--- src/dpt_pkg.sv ---
// shared constants and types for the parallel tuning port
package dpt_pkg;
   localparam int unsigned FREQ_W        = 32;
   localparam int unsigned PHASE_W       = 5;
   localparam int unsigned CLK_HZ        = 25000000;
   // nominal internal master reference, millihertz
   localparam longint unsigned INT_REF_MHZ = 64'd28633115307;
   // tuning step 0.04 Hz expressed in units of 0.01 Hz
   localparam int unsigned STEP_CENTI_HZ = 4;
   // phase step 11.25 degrees in hundredths of a degree
   localparam int unsigned PHASE_STEP_CDEG = 1125;
   localparam int unsigned BUSY_CYCLES   = 8;
   localparam int unsigned UPDATE_CYCLES = 11;
   localparam int unsigned UPD_PULSE_NS  = 25;
   localparam int unsigned UPD_PULSE_CYC =
      ((UPD_PULSE_NS * (CLK_HZ / 1000000)) + 999) / 1000 < 1 ? 1 :
      ((UPD_PULSE_NS * (CLK_HZ / 1000000)) + 999) / 1000;
   localparam int unsigned INIT_MS       = 3000;
   localparam int unsigned INIT_CYCLES   = INIT_MS * (CLK_HZ / 1000);
   localparam int unsigned CLK_LOSS_CYCLES = 64;
   localparam logic [FREQ_W-1:0] NYQ_MAX = 32'h7FFFFFFF;
   typedef enum logic [1:0] {DPT_INIT, DPT_IDLE, DPT_BUSY, DPT_DOWN} dpt_state_t;
endpackage : dpt_pkg

--- src/dpt_if.sv ---
// pin bundle joining host end and synthesizer end
interface dpt_if;
   import dpt_pkg::*;
   logic [FREQ_W-1:0]  freq_word;
   logic [PHASE_W-1:0] phase_word;
   logic               load_strobe_n;
   logic               busy_n;
   logic               ext_update;
   modport device (input freq_word, input phase_word, input load_strobe_n,
                   input ext_update, output busy_n);
   modport host   (output freq_word, output phase_word, output load_strobe_n,
                   output ext_update, input busy_n);
endinterface : dpt_if

--- src/dpt_device.sv ---
// synthesizer end: strobe capture, busy timing, mode and clock supervision
// Behaviour
// - busy low until words transferred, 8 cycles
// - new settings in effect within 11 cycles
// - busy rises after 8 cycles, 3 cycles before words reach core
// - parallel mode does no error checking
// - mode jumper sampled only at power-up
// - lost master clock forces sticky power-down
// - serial reset command clears power-down
// - serial update pulse loads pending settings
// - host strobes all units together for phase
// - three second initialisation ignores commands
// - serial malformed command answers error code
// - frequency word unsigned, 0.04 Hz per step
// - host keeps frequency word below 2^31
// - host scales serial command for external clock
// - internal reference 28633115.3067 Hz nominal
// - clock select jumper chooses source
// - square-wave disable only in serial mode
// - phase offset equals N times 11.25 degrees
// - highest bus line is most significant
module dpt_device
   import dpt_pkg::*;
#(
   parameter int unsigned INIT_CYC = INIT_CYCLES,
   parameter int unsigned LOSS_CYC = CLK_LOSS_CYCLES
) (
   // clock and reset
   input  wire logic               sys_clk_i,
   input  wire logic               resetn_i,
   // link
   dpt_if.device                   link,
   // board straps and clock sources
   input  wire logic               mode_jumper_fitted_i,
   input  wire logic               clk_sel_ext_i,
   input  wire logic               int_clk_tick_i,
   input  wire logic               ext_clk_tick_i,
   // serial command interface results
   input  wire logic               ser_valid_i,
   input  wire logic               ser_bad_i,
   input  wire logic               ser_reset_i,
   input  wire logic [FREQ_W-1:0]  ser_freq_i,
   input  wire logic [PHASE_W-1:0] ser_phase_i,
   input  wire logic               ser_sq_en_i,
   // core side
   output logic [FREQ_W-1:0]       core_freq_o,
   output logic [PHASE_W-1:0]      core_phase_o,
   output logic                    sq_out_en_o,
   output logic                    serial_mode_o,
   output logic                    ext_clk_o,
   output logic                    power_down_o,
   output logic                    ready_o,
   output logic                    ser_err_o,
   output logic                    busy_n_o
);
   dpt_state_t        state_reg;
   logic [31:0]       init_cnt_reg;
   logic [31:0]       loss_cnt_reg;
   logic [3:0]        lat_cnt_reg;
   logic              strobe_q_reg;
   logic              upd_q_reg;
   logic              mode_taken_reg;
   logic [FREQ_W-1:0] cap_freq_reg;
   logic [PHASE_W-1:0] cap_phase_reg;
   logic [FREQ_W-1:0] pend_freq_reg;
   logic [PHASE_W-1:0] pend_phase_reg;
   logic              pend_sq_reg;
   logic              master_tick;
   logic              strobe_rise;
   logic              upd_rise;

   assign master_tick = clk_sel_ext_i ? ext_clk_tick_i : int_clk_tick_i;
   assign strobe_rise = link.load_strobe_n & ~strobe_q_reg;
   assign upd_rise    = link.ext_update & ~upd_q_reg;
   assign link.busy_n = busy_n_o;

   always_ff @(posedge sys_clk_i or negedge resetn_i) begin
      if (!resetn_i) begin
         strobe_q_reg <= 1'b1;
         upd_q_reg    <= 1'b0;
      end else begin
         strobe_q_reg <= link.load_strobe_n;
         upd_q_reg    <= link.ext_update;
      end
   end

   // mode strap caught once after reset release, never again; clock select followed every cycle
   always_ff @(posedge sys_clk_i or negedge resetn_i) begin
      if (!resetn_i) begin
         mode_taken_reg <= 1'b0;
         serial_mode_o  <= 1'b0;
         ext_clk_o      <= 1'b0;
      end else begin
         if (!mode_taken_reg) begin
            mode_taken_reg <= 1'b1;
            serial_mode_o  <= mode_jumper_fitted_i;
         end
         ext_clk_o <= clk_sel_ext_i;
      end
   end

   // count system cycles since the last master tick
   always_ff @(posedge sys_clk_i or negedge resetn_i) begin
      if (!resetn_i) begin
         loss_cnt_reg <= '0;
      end else if (master_tick) begin
         loss_cnt_reg <= '0;
      end else if (loss_cnt_reg < LOSS_CYC) begin
         loss_cnt_reg <= loss_cnt_reg + 32'h00000001;
      end
   end

   always_ff @(posedge sys_clk_i or negedge resetn_i) begin
      if (!resetn_i) begin
         init_cnt_reg <= '0;
      end else if (state_reg == DPT_INIT) begin
         init_cnt_reg <= init_cnt_reg + 32'h00000001;
      end
   end

   // main sequencer; latency counted in master clock ticks
   always_ff @(posedge sys_clk_i or negedge resetn_i) begin
      if (!resetn_i) begin
         state_reg     <= DPT_INIT;
         lat_cnt_reg   <= '0;
         busy_n_o      <= 1'b1;
         cap_freq_reg  <= '0;
         cap_phase_reg <= '0;
         core_freq_o   <= '0;
         core_phase_o  <= '0;
         power_down_o  <= 1'b0;
         ready_o       <= 1'b0;
      end else if (loss_cnt_reg >= LOSS_CYC && state_reg != DPT_INIT) begin
         state_reg    <= DPT_DOWN;
         power_down_o <= 1'b1;
         busy_n_o     <= 1'b1;
         ready_o      <= 1'b0;
      end else begin
         unique case (state_reg)
            DPT_INIT: begin
               // strobes during start-up are dropped
               if (init_cnt_reg >= INIT_CYC - 1) begin
                  state_reg <= DPT_IDLE;
                  ready_o   <= 1'b1;
               end
            end
            DPT_IDLE: begin
               if (!serial_mode_o && strobe_rise) begin
                  // words taken unchecked, MSB on top line
                  cap_freq_reg  <= link.freq_word;
                  cap_phase_reg <= link.phase_word;
                  busy_n_o      <= 1'b0;
                  lat_cnt_reg   <= '0;
                  state_reg     <= DPT_BUSY;
               end else if (serial_mode_o && upd_rise) begin
                  core_freq_o  <= pend_freq_reg;
                  core_phase_o <= pend_phase_reg;
               end
            end
            DPT_BUSY: begin
               if (master_tick) begin
                  lat_cnt_reg <= lat_cnt_reg + 4'h1;
                  if (lat_cnt_reg == 4'(BUSY_CYCLES - 1)) begin
                     busy_n_o <= 1'b1;
                  end
                  if (lat_cnt_reg == 4'(UPDATE_CYCLES - 1)) begin
                     core_freq_o  <= cap_freq_reg;
                     core_phase_o <= cap_phase_reg;
                     state_reg    <= DPT_IDLE;
                  end
               end
            end
            DPT_DOWN: begin
               if (serial_mode_o && ser_reset_i) begin
                  state_reg    <= DPT_IDLE;
                  power_down_o <= 1'b0;
                  ready_o      <= 1'b1;
               end
            end
         endcase
      end
   end

   // serial frequency and phase wait here until the update pulse; square-wave enable follows at once
   always_ff @(posedge sys_clk_i or negedge resetn_i) begin
      if (!resetn_i) begin
         pend_freq_reg  <= '0;
         pend_phase_reg <= '0;
         pend_sq_reg    <= 1'b1;
         sq_out_en_o    <= 1'b1;
         ser_err_o      <= 1'b0;
      end else begin
         ser_err_o <= 1'b0;
         if (serial_mode_o && ready_o && ser_valid_i) begin
            if (ser_bad_i) begin
               ser_err_o <= 1'b1;
            end else begin
               pend_freq_reg  <= ser_freq_i;
               pend_phase_reg <= ser_phase_i;
               pend_sq_reg    <= ser_sq_en_i;
            end
         end
         // parallel mode cannot switch the square wave off
         sq_out_en_o <= serial_mode_o ? pend_sq_reg : 1'b1;
      end
   end
endmodule : dpt_device

--- src/flat_wrapper.sv ---
// flat-port wrapper written by rule: the top's interface ports become plain ports
module dpt_device_flat import dpt_pkg::*;
#(
   parameter int unsigned INIT_CYC = INIT_CYCLES,
   parameter int unsigned LOSS_CYC = CLK_LOSS_CYCLES
)
  (sys_clk_i, resetn_i, mode_jumper_fitted_i, clk_sel_ext_i, int_clk_tick_i, ext_clk_tick_i, ser_valid_i, ser_bad_i, ser_reset_i, ser_freq_i, ser_phase_i, ser_sq_en_i, core_freq_o, core_phase_o, sq_out_en_o, serial_mode_o, ext_clk_o, power_down_o, ready_o, ser_err_o, busy_n_o, link_freq_word, link_phase_word, link_load_strobe_n, link_ext_update, link_busy_n);
  dpt_if link_i ();
  input  wire logic sys_clk_i;
  input  wire logic resetn_i;
  input  wire logic mode_jumper_fitted_i;
  input  wire logic clk_sel_ext_i;
  input  wire logic int_clk_tick_i;
  input  wire logic ext_clk_tick_i;
  input  wire logic ser_valid_i;
  input  wire logic ser_bad_i;
  input  wire logic ser_reset_i;
  input  wire logic [FREQ_W-1:0] ser_freq_i;
  input  wire logic [PHASE_W-1:0] ser_phase_i;
  input  wire logic ser_sq_en_i;
  output logic [FREQ_W-1:0] core_freq_o;
  output logic [PHASE_W-1:0] core_phase_o;
  output logic sq_out_en_o;
  output logic serial_mode_o;
  output logic ext_clk_o;
  output logic power_down_o;
  output logic ready_o;
  output logic ser_err_o;
  output logic busy_n_o;
  input wire logic [$bits(link_i.freq_word)-1:0] link_freq_word;
  input wire logic [$bits(link_i.phase_word)-1:0] link_phase_word;
  input wire logic [$bits(link_i.load_strobe_n)-1:0] link_load_strobe_n;
  input wire logic [$bits(link_i.ext_update)-1:0] link_ext_update;
  output wire logic [$bits(link_i.busy_n)-1:0] link_busy_n;
  assign link_i.freq_word = link_freq_word;
  assign link_i.phase_word = link_phase_word;
  assign link_i.load_strobe_n = link_load_strobe_n;
  assign link_i.ext_update = link_ext_update;
  assign link_busy_n = link_i.busy_n;
  dpt_device #(.INIT_CYC(INIT_CYC), .LOSS_CYC(LOSS_CYC)) u_core (.sys_clk_i(sys_clk_i), .resetn_i(resetn_i), .link(link_i), .mode_jumper_fitted_i(mode_jumper_fitted_i), .clk_sel_ext_i(clk_sel_ext_i), .int_clk_tick_i(int_clk_tick_i), .ext_clk_tick_i(ext_clk_tick_i), .ser_valid_i(ser_valid_i), .ser_bad_i(ser_bad_i), .ser_reset_i(ser_reset_i), .ser_freq_i(ser_freq_i), .ser_phase_i(ser_phase_i), .ser_sq_en_i(ser_sq_en_i), .core_freq_o(core_freq_o), .core_phase_o(core_phase_o), .sq_out_en_o(sq_out_en_o), .serial_mode_o(serial_mode_o), .ext_clk_o(ext_clk_o), .power_down_o(power_down_o), .ready_o(ready_o), .ser_err_o(ser_err_o), .busy_n_o(busy_n_o));
endmodule
--- config.mk ---
export PLATFORM = sky130hd
export DESIGN_NAME = dpt_device_flat
export DESIGN_NICKNAME = d
export VERILOG_FILES = /design/src/dpt_pkg.sv /design/src/dpt_if.sv /design/src/dpt_device.sv /design/src/flat_wrapper.sv
export SDC_FILE = /design/constraint.sdc
export NUM_CORES = 1
export LEC_CHECK = 0
export BUFFER_PORTS_ARGS = -buffer_cell sky130_fd_sc_hd__clkbuf_2
export CELL_PAD_IN_SITES_DETAIL_PLACEMENT = 1
export CELL_PAD_IN_SITES_GLOBAL_PLACEMENT = 1
export CORE_MARGIN = 2
export CORE_UTILIZATION = 41
export DETAILED_ROUTE_END_ITERATION = 10
export GPL_ROUTABILITY_DRIVEN = 1
export PLACE_DENSITY = 0.82
export SKIP_CTS_REPAIR_TIMING = 1
export SLEW_MARGIN = 20
export SYNTH_ARGS = -nofsm -noshare
export SYNTH_HDL_FRONTEND = slang
export SYNTH_SLANG_ARGS = --single-unit
--- constraint.sdc ---
create_clock -name sys_clk_i -period 1.9 [get_ports sys_clk_i]
set_input_delay 0.38 -clock sys_clk_i [delete_from_list [all_inputs] [get_ports sys_clk_i]]
set_output_delay 0.38 -clock sys_clk_i [all_outputs]
set_load 0.05 [all_outputs]
==> flow_summary.json <==
{
  "status": "finished with violations",
  "failing_checks": "setup timing",
  "rows": 52,
  "worst-setup-path-type": "reg2reg",
  "tritoncts_clock_tree": "built",
  "tightest_hold_check_type": "in2reg",
  "relative_slew_slack": 0.6140,
  "remaining_drc_errors": 0,
  "route.vias.total": 6607,
  "synthTopCellsByArea": "sky130_fd_sc_hd__dfrtp_1, sky130_fd_sc_hd__mux2_2, sky130_fd_sc_hd__mux2_4",
  "first_global_vias": 6724,
  "postSynthRegisterBits": 192,
  "crit_path_start_kind": "flop",
  "synth_sequential_area_ratio": 0.5744,
  "fp.dieH_um": 146.9,
  "ys_async_sr_fraction": 1.000,
  "grt_setup_unrepaired": "yes",
  "yosys.area.top_type": "sky130_fd_sc_hd__dfrtp_1",
  "finish.utilization": 0.5560,
  "power.density_mw_per_mm2": 1502,
  "postSynth.topFlopCell": "sky130_fd_sc_hd__dfrtp_1",
  "setup_total_negative_slack_ns": -17.47,
  "postRouteAntennaNets": 0,
  "reg2regPathDepth": 6,
  "grt_pass1_wl_um": 37760,
  "drtIter0Drc": 391,
  "maxSlewViolCount": 0,
  "grt_antenna_before_repair": 0,
  "postSynthNetCount": 752,
  "port-buffer-count": 130,
  "areaGrowthSynthToFinish_pct": 33.92,
  "critical_path_peak_fanout": 14,
  "instances_no_fill": 1155,
  "post_route_cells_drive_above_1_share": 0.4536,
  "power.leakage_nw": 5.278,
  "timing.clock.skew_ns": 0.03281,
  "placed_instances": 1088,
  "globalRouteTotalUtil": 0.2226,
  "design.final.nets": 966,
  "cts.path.max_buffers": 2,
  "synth_top_area_share": 0.5619,
  "detailed_place_hpwl_um": 15280,
  "fin_ws_ns": -0.3912,
  "grt_overflow_total": 0,
  "fmax_mhz": 436.5,
  "place.gp.congestion": 0.8240,
  "final_common_cell": "sky130_fd_sc_hd__dfrtp_1",
  "finalWorstPathRequiredPeriod_ns": 2.291,
  "vias_per_cell": 5.720,
  "die-width_um": 146.9,
  "final_cell_mix": "sky130_fd_sc_hd__dfrtp_1, sky130_fd_sc_hd__clkbuf_2, sky130_fd_sc_hd__buf_4",
  "cts_htree_levels": 4,
  "timing.final.crit_share": 1.206,
  "syn-cell-area_sq_mm": 0.008373,
  "yosys_warnings": 0,
  "synth-edff-count": 0,
  "synthesis.area_per_instance_sq_um": 12.74,
  "number_of_clock_buffers_inserted_by_tritoncts": 17,
  "setup_viol": 87,
  "critical_path_arrival_ns": 2.62,
  "drt_first_pass_iters": 5,
  "min_to": "u_core.strobe_q_reg$_DFF_PN1_",
  "critical_path_required_ns": 2.23,
  "ctsRootBufferMaster": "sky130_fd_sc_hd__clkbuf_16",
  "clk_pin_slew_worst_paths_ns": 0.08,
  "r2r-start": "u_core.loss_cnt_reg[16]$_DFFE_PN0P_",
  "initial_utilization": 0.4151,
  "irDropWorstVdd_uv": 970.2,
  "synthCells": 657,
  "r2r_slack_ns": -0.39,
  "worst_pin_slew_ns": 0.5737,
  "clock_sinks": 192,
  "dieArea_sq_mm": 0.02158,
  "detail_route.wl_per_cell_um": 25.75,
  "hold_depth": 1,
  "cap_violations": 0,
  "hold_fails_final_rpt": 0,
  "detail_route.wirelength_um": 29740,
  "core_sq_mm": 0.02017,
  "clock_insertion_delay_worst_skew_ns": 0.46,
  "crit-reg2reg-capture": "u_core.cap_freq_reg[27]$_DFFE_PN0P_",
  "min-delay-start": "link_load_strobe_n",
  "synth.lib_cells_used.distinct": 58,
  "grt_start_max_net_pins": 51,
  "io_pins": 131,
  "cp-end-kind": "flop"
}
-- Yosys cell counts (2+ instances only) --
master,instances
sky130_fd_sc_hd__o22a_1,2
sky130_fd_sc_hd__buf_1,10
sky130_fd_sc_hd__ha_1,9
sky130_fd_sc_hd__o211ai_1,2
sky130_fd_sc_hd__nand4b_1,5
sky130_fd_sc_hd__nor4_2,4
sky130_fd_sc_hd__nand3_1,23
sky130_fd_sc_hd__a31oi_1,38
sky130_fd_sc_hd__nor4_1,4
sky130_fd_sc_hd__a22o_1,2
sky130_fd_sc_hd__dfrtp_1,188
sky130_fd_sc_hd__buf_2,3
sky130_fd_sc_hd__mux2i_1,39
sky130_fd_sc_hd__dfstp_2,4
sky130_fd_sc_hd__a21oi_1,42
sky130_fd_sc_hd__or3_1,3
sky130_fd_sc_hd__inv_1,9
sky130_fd_sc_hd__or3b_2,2
sky130_fd_sc_hd__a21boi_0,3
sky130_fd_sc_hd__clkbuf_1,18
sky130_fd_sc_hd__buf_12,3
sky130_fd_sc_hd__xor2_1,17
sky130_fd_sc_hd__o21ai_0,4
sky130_fd_sc_hd__nor2_1,23
sky130_fd_sc_hd__nand2_1,23
sky130_fd_sc_hd__xnor2_1,18
sky130_fd_sc_hd__o32a_1,2
sky130_fd_sc_hd__and2_1,27
sky130_fd_sc_hd__and3_1,10
sky130_fd_sc_hd__nand2b_1,4
sky130_fd_sc_hd__and4_1,3
sky130_fd_sc_hd__mux2_2,48
sky130_fd_sc_hd__nand4_1,8
sky130_fd_sc_hd__nor3_1,4
sky130_fd_sc_hd__mux2_4,30
-- logic make-up (layout without fill, tap and decap cells) --
logic type / Yosys count / count (layout) / share of synthesized area
other: 1 / 2 / 0.0004479
adder cells (fa/ha/maj): 9 / 9 / 0.01345
multiplexers: 117 / 117 / 0.1650
AO/OA/AOI/OAI: 107 / 108 / 0.07950
flip-flops: 192 / 192 / 0.5744
buffers and inverters: 45 / 271 / 0.02779
XOR/XNOR: 35 / 35 / 0.03661
AND/OR/NAND/NOR: 151 / 151 / 0.1028
-- critical path, stage by stage (launching register included) --
cell	delay, ns
sky130_fd_sc_hd__dfrtp_1	0.47
sky130_fd_sc_hd__nor4_4	0.39
sky130_fd_sc_hd__and3_4	0.26
sky130_fd_sc_hd__a21oi_4	0.06
sky130_fd_sc_hd__or3b_4	0.46
sky130_fd_sc_hd__buf_12	0.20
sky130_fd_sc_hd__mux2_4	0.31
-- final cells by class --
| class | instances | area, sq um |
|---|---|---|
| flip-flops and latches | 192 | 4811 |
| clock inverters | 15 | 172.7 |
| well taps | 270 | 337.8 |
| inverters | 9 | 36.28 |
| multi-input cells | 421 | 3682 |
| clock buffers | 17 | 425.4 |
| diodes | 1 | 2.502 |
| fillers | 2095 | 8956 |
| repair buffers | 230 | 1745 |
-- where the power goes --
part	internal, mW	switching, mW
sequential	5.34	0.914
clock	1.88	1.87
combinational	2.74	4.09
total	9.96	6.88
-- worst max-delay path by stage --
stage,start,endpoint,slack [ns]
floorplan,u_core.loss_cnt_reg[19]$_DFFE_PN0P_,u_core.cap_freq_reg[10]$_DFFE_PN0P_,-0.17
global placement,u_core.loss_cnt_reg[19]$_DFFE_PN0P_,u_core.cap_freq_reg[16]$_DFFE_PN0P_,-0.30
detailed placement,u_core.loss_cnt_reg[24]$_DFFE_PN0P_,u_core.cap_freq_reg[16]$_DFFE_PN0P_,-0.44
CTS,u_core.loss_cnt_reg[12]$_DFFE_PN0P_,u_core.cap_freq_reg[8]$_DFFE_PN0P_,-0.50
global route,u_core.loss_cnt_reg[16]$_DFFE_PN0P_,u_core.cap_freq_reg[26]$_DFFE_PN0P_,-0.40
finish,u_core.loss_cnt_reg[16]$_DFFE_PN0P_,u_core.cap_freq_reg[27]$_DFFE_PN0P_,-0.39
-- routing by layer --
| metal | track usage | share of wire | routed length [um] |
|---|---|---|---|
| met1 | 0.2778 | 0.39 | 11670 |
| met2 | 0.3920 | 0.51 | 15140 |
| met5 | 0 | 0 | 0 |
| met3 | 0.04099 | 0.049 | 1470 |
| met4 | 0.07356 | 0.049 | 1457 |
-- metrics by stage --
stage               cell area [sq um]  hold slack (ns)  setup slack [ns]  total power, mW
finish                          11210          0.05179           -0.3912            16.85
global route                    11210          0.03460           -0.3968            17.44
CTS                             10450         -0.09540           -0.4967            15.84
detailed placement               9847           0.3786           -0.4442            11.97
global placement                 9847           0.3724           -0.3047            11.63
floorplan                        8402          0.08441           -0.1672            10.09
Power figures use the tool's default switching activity.
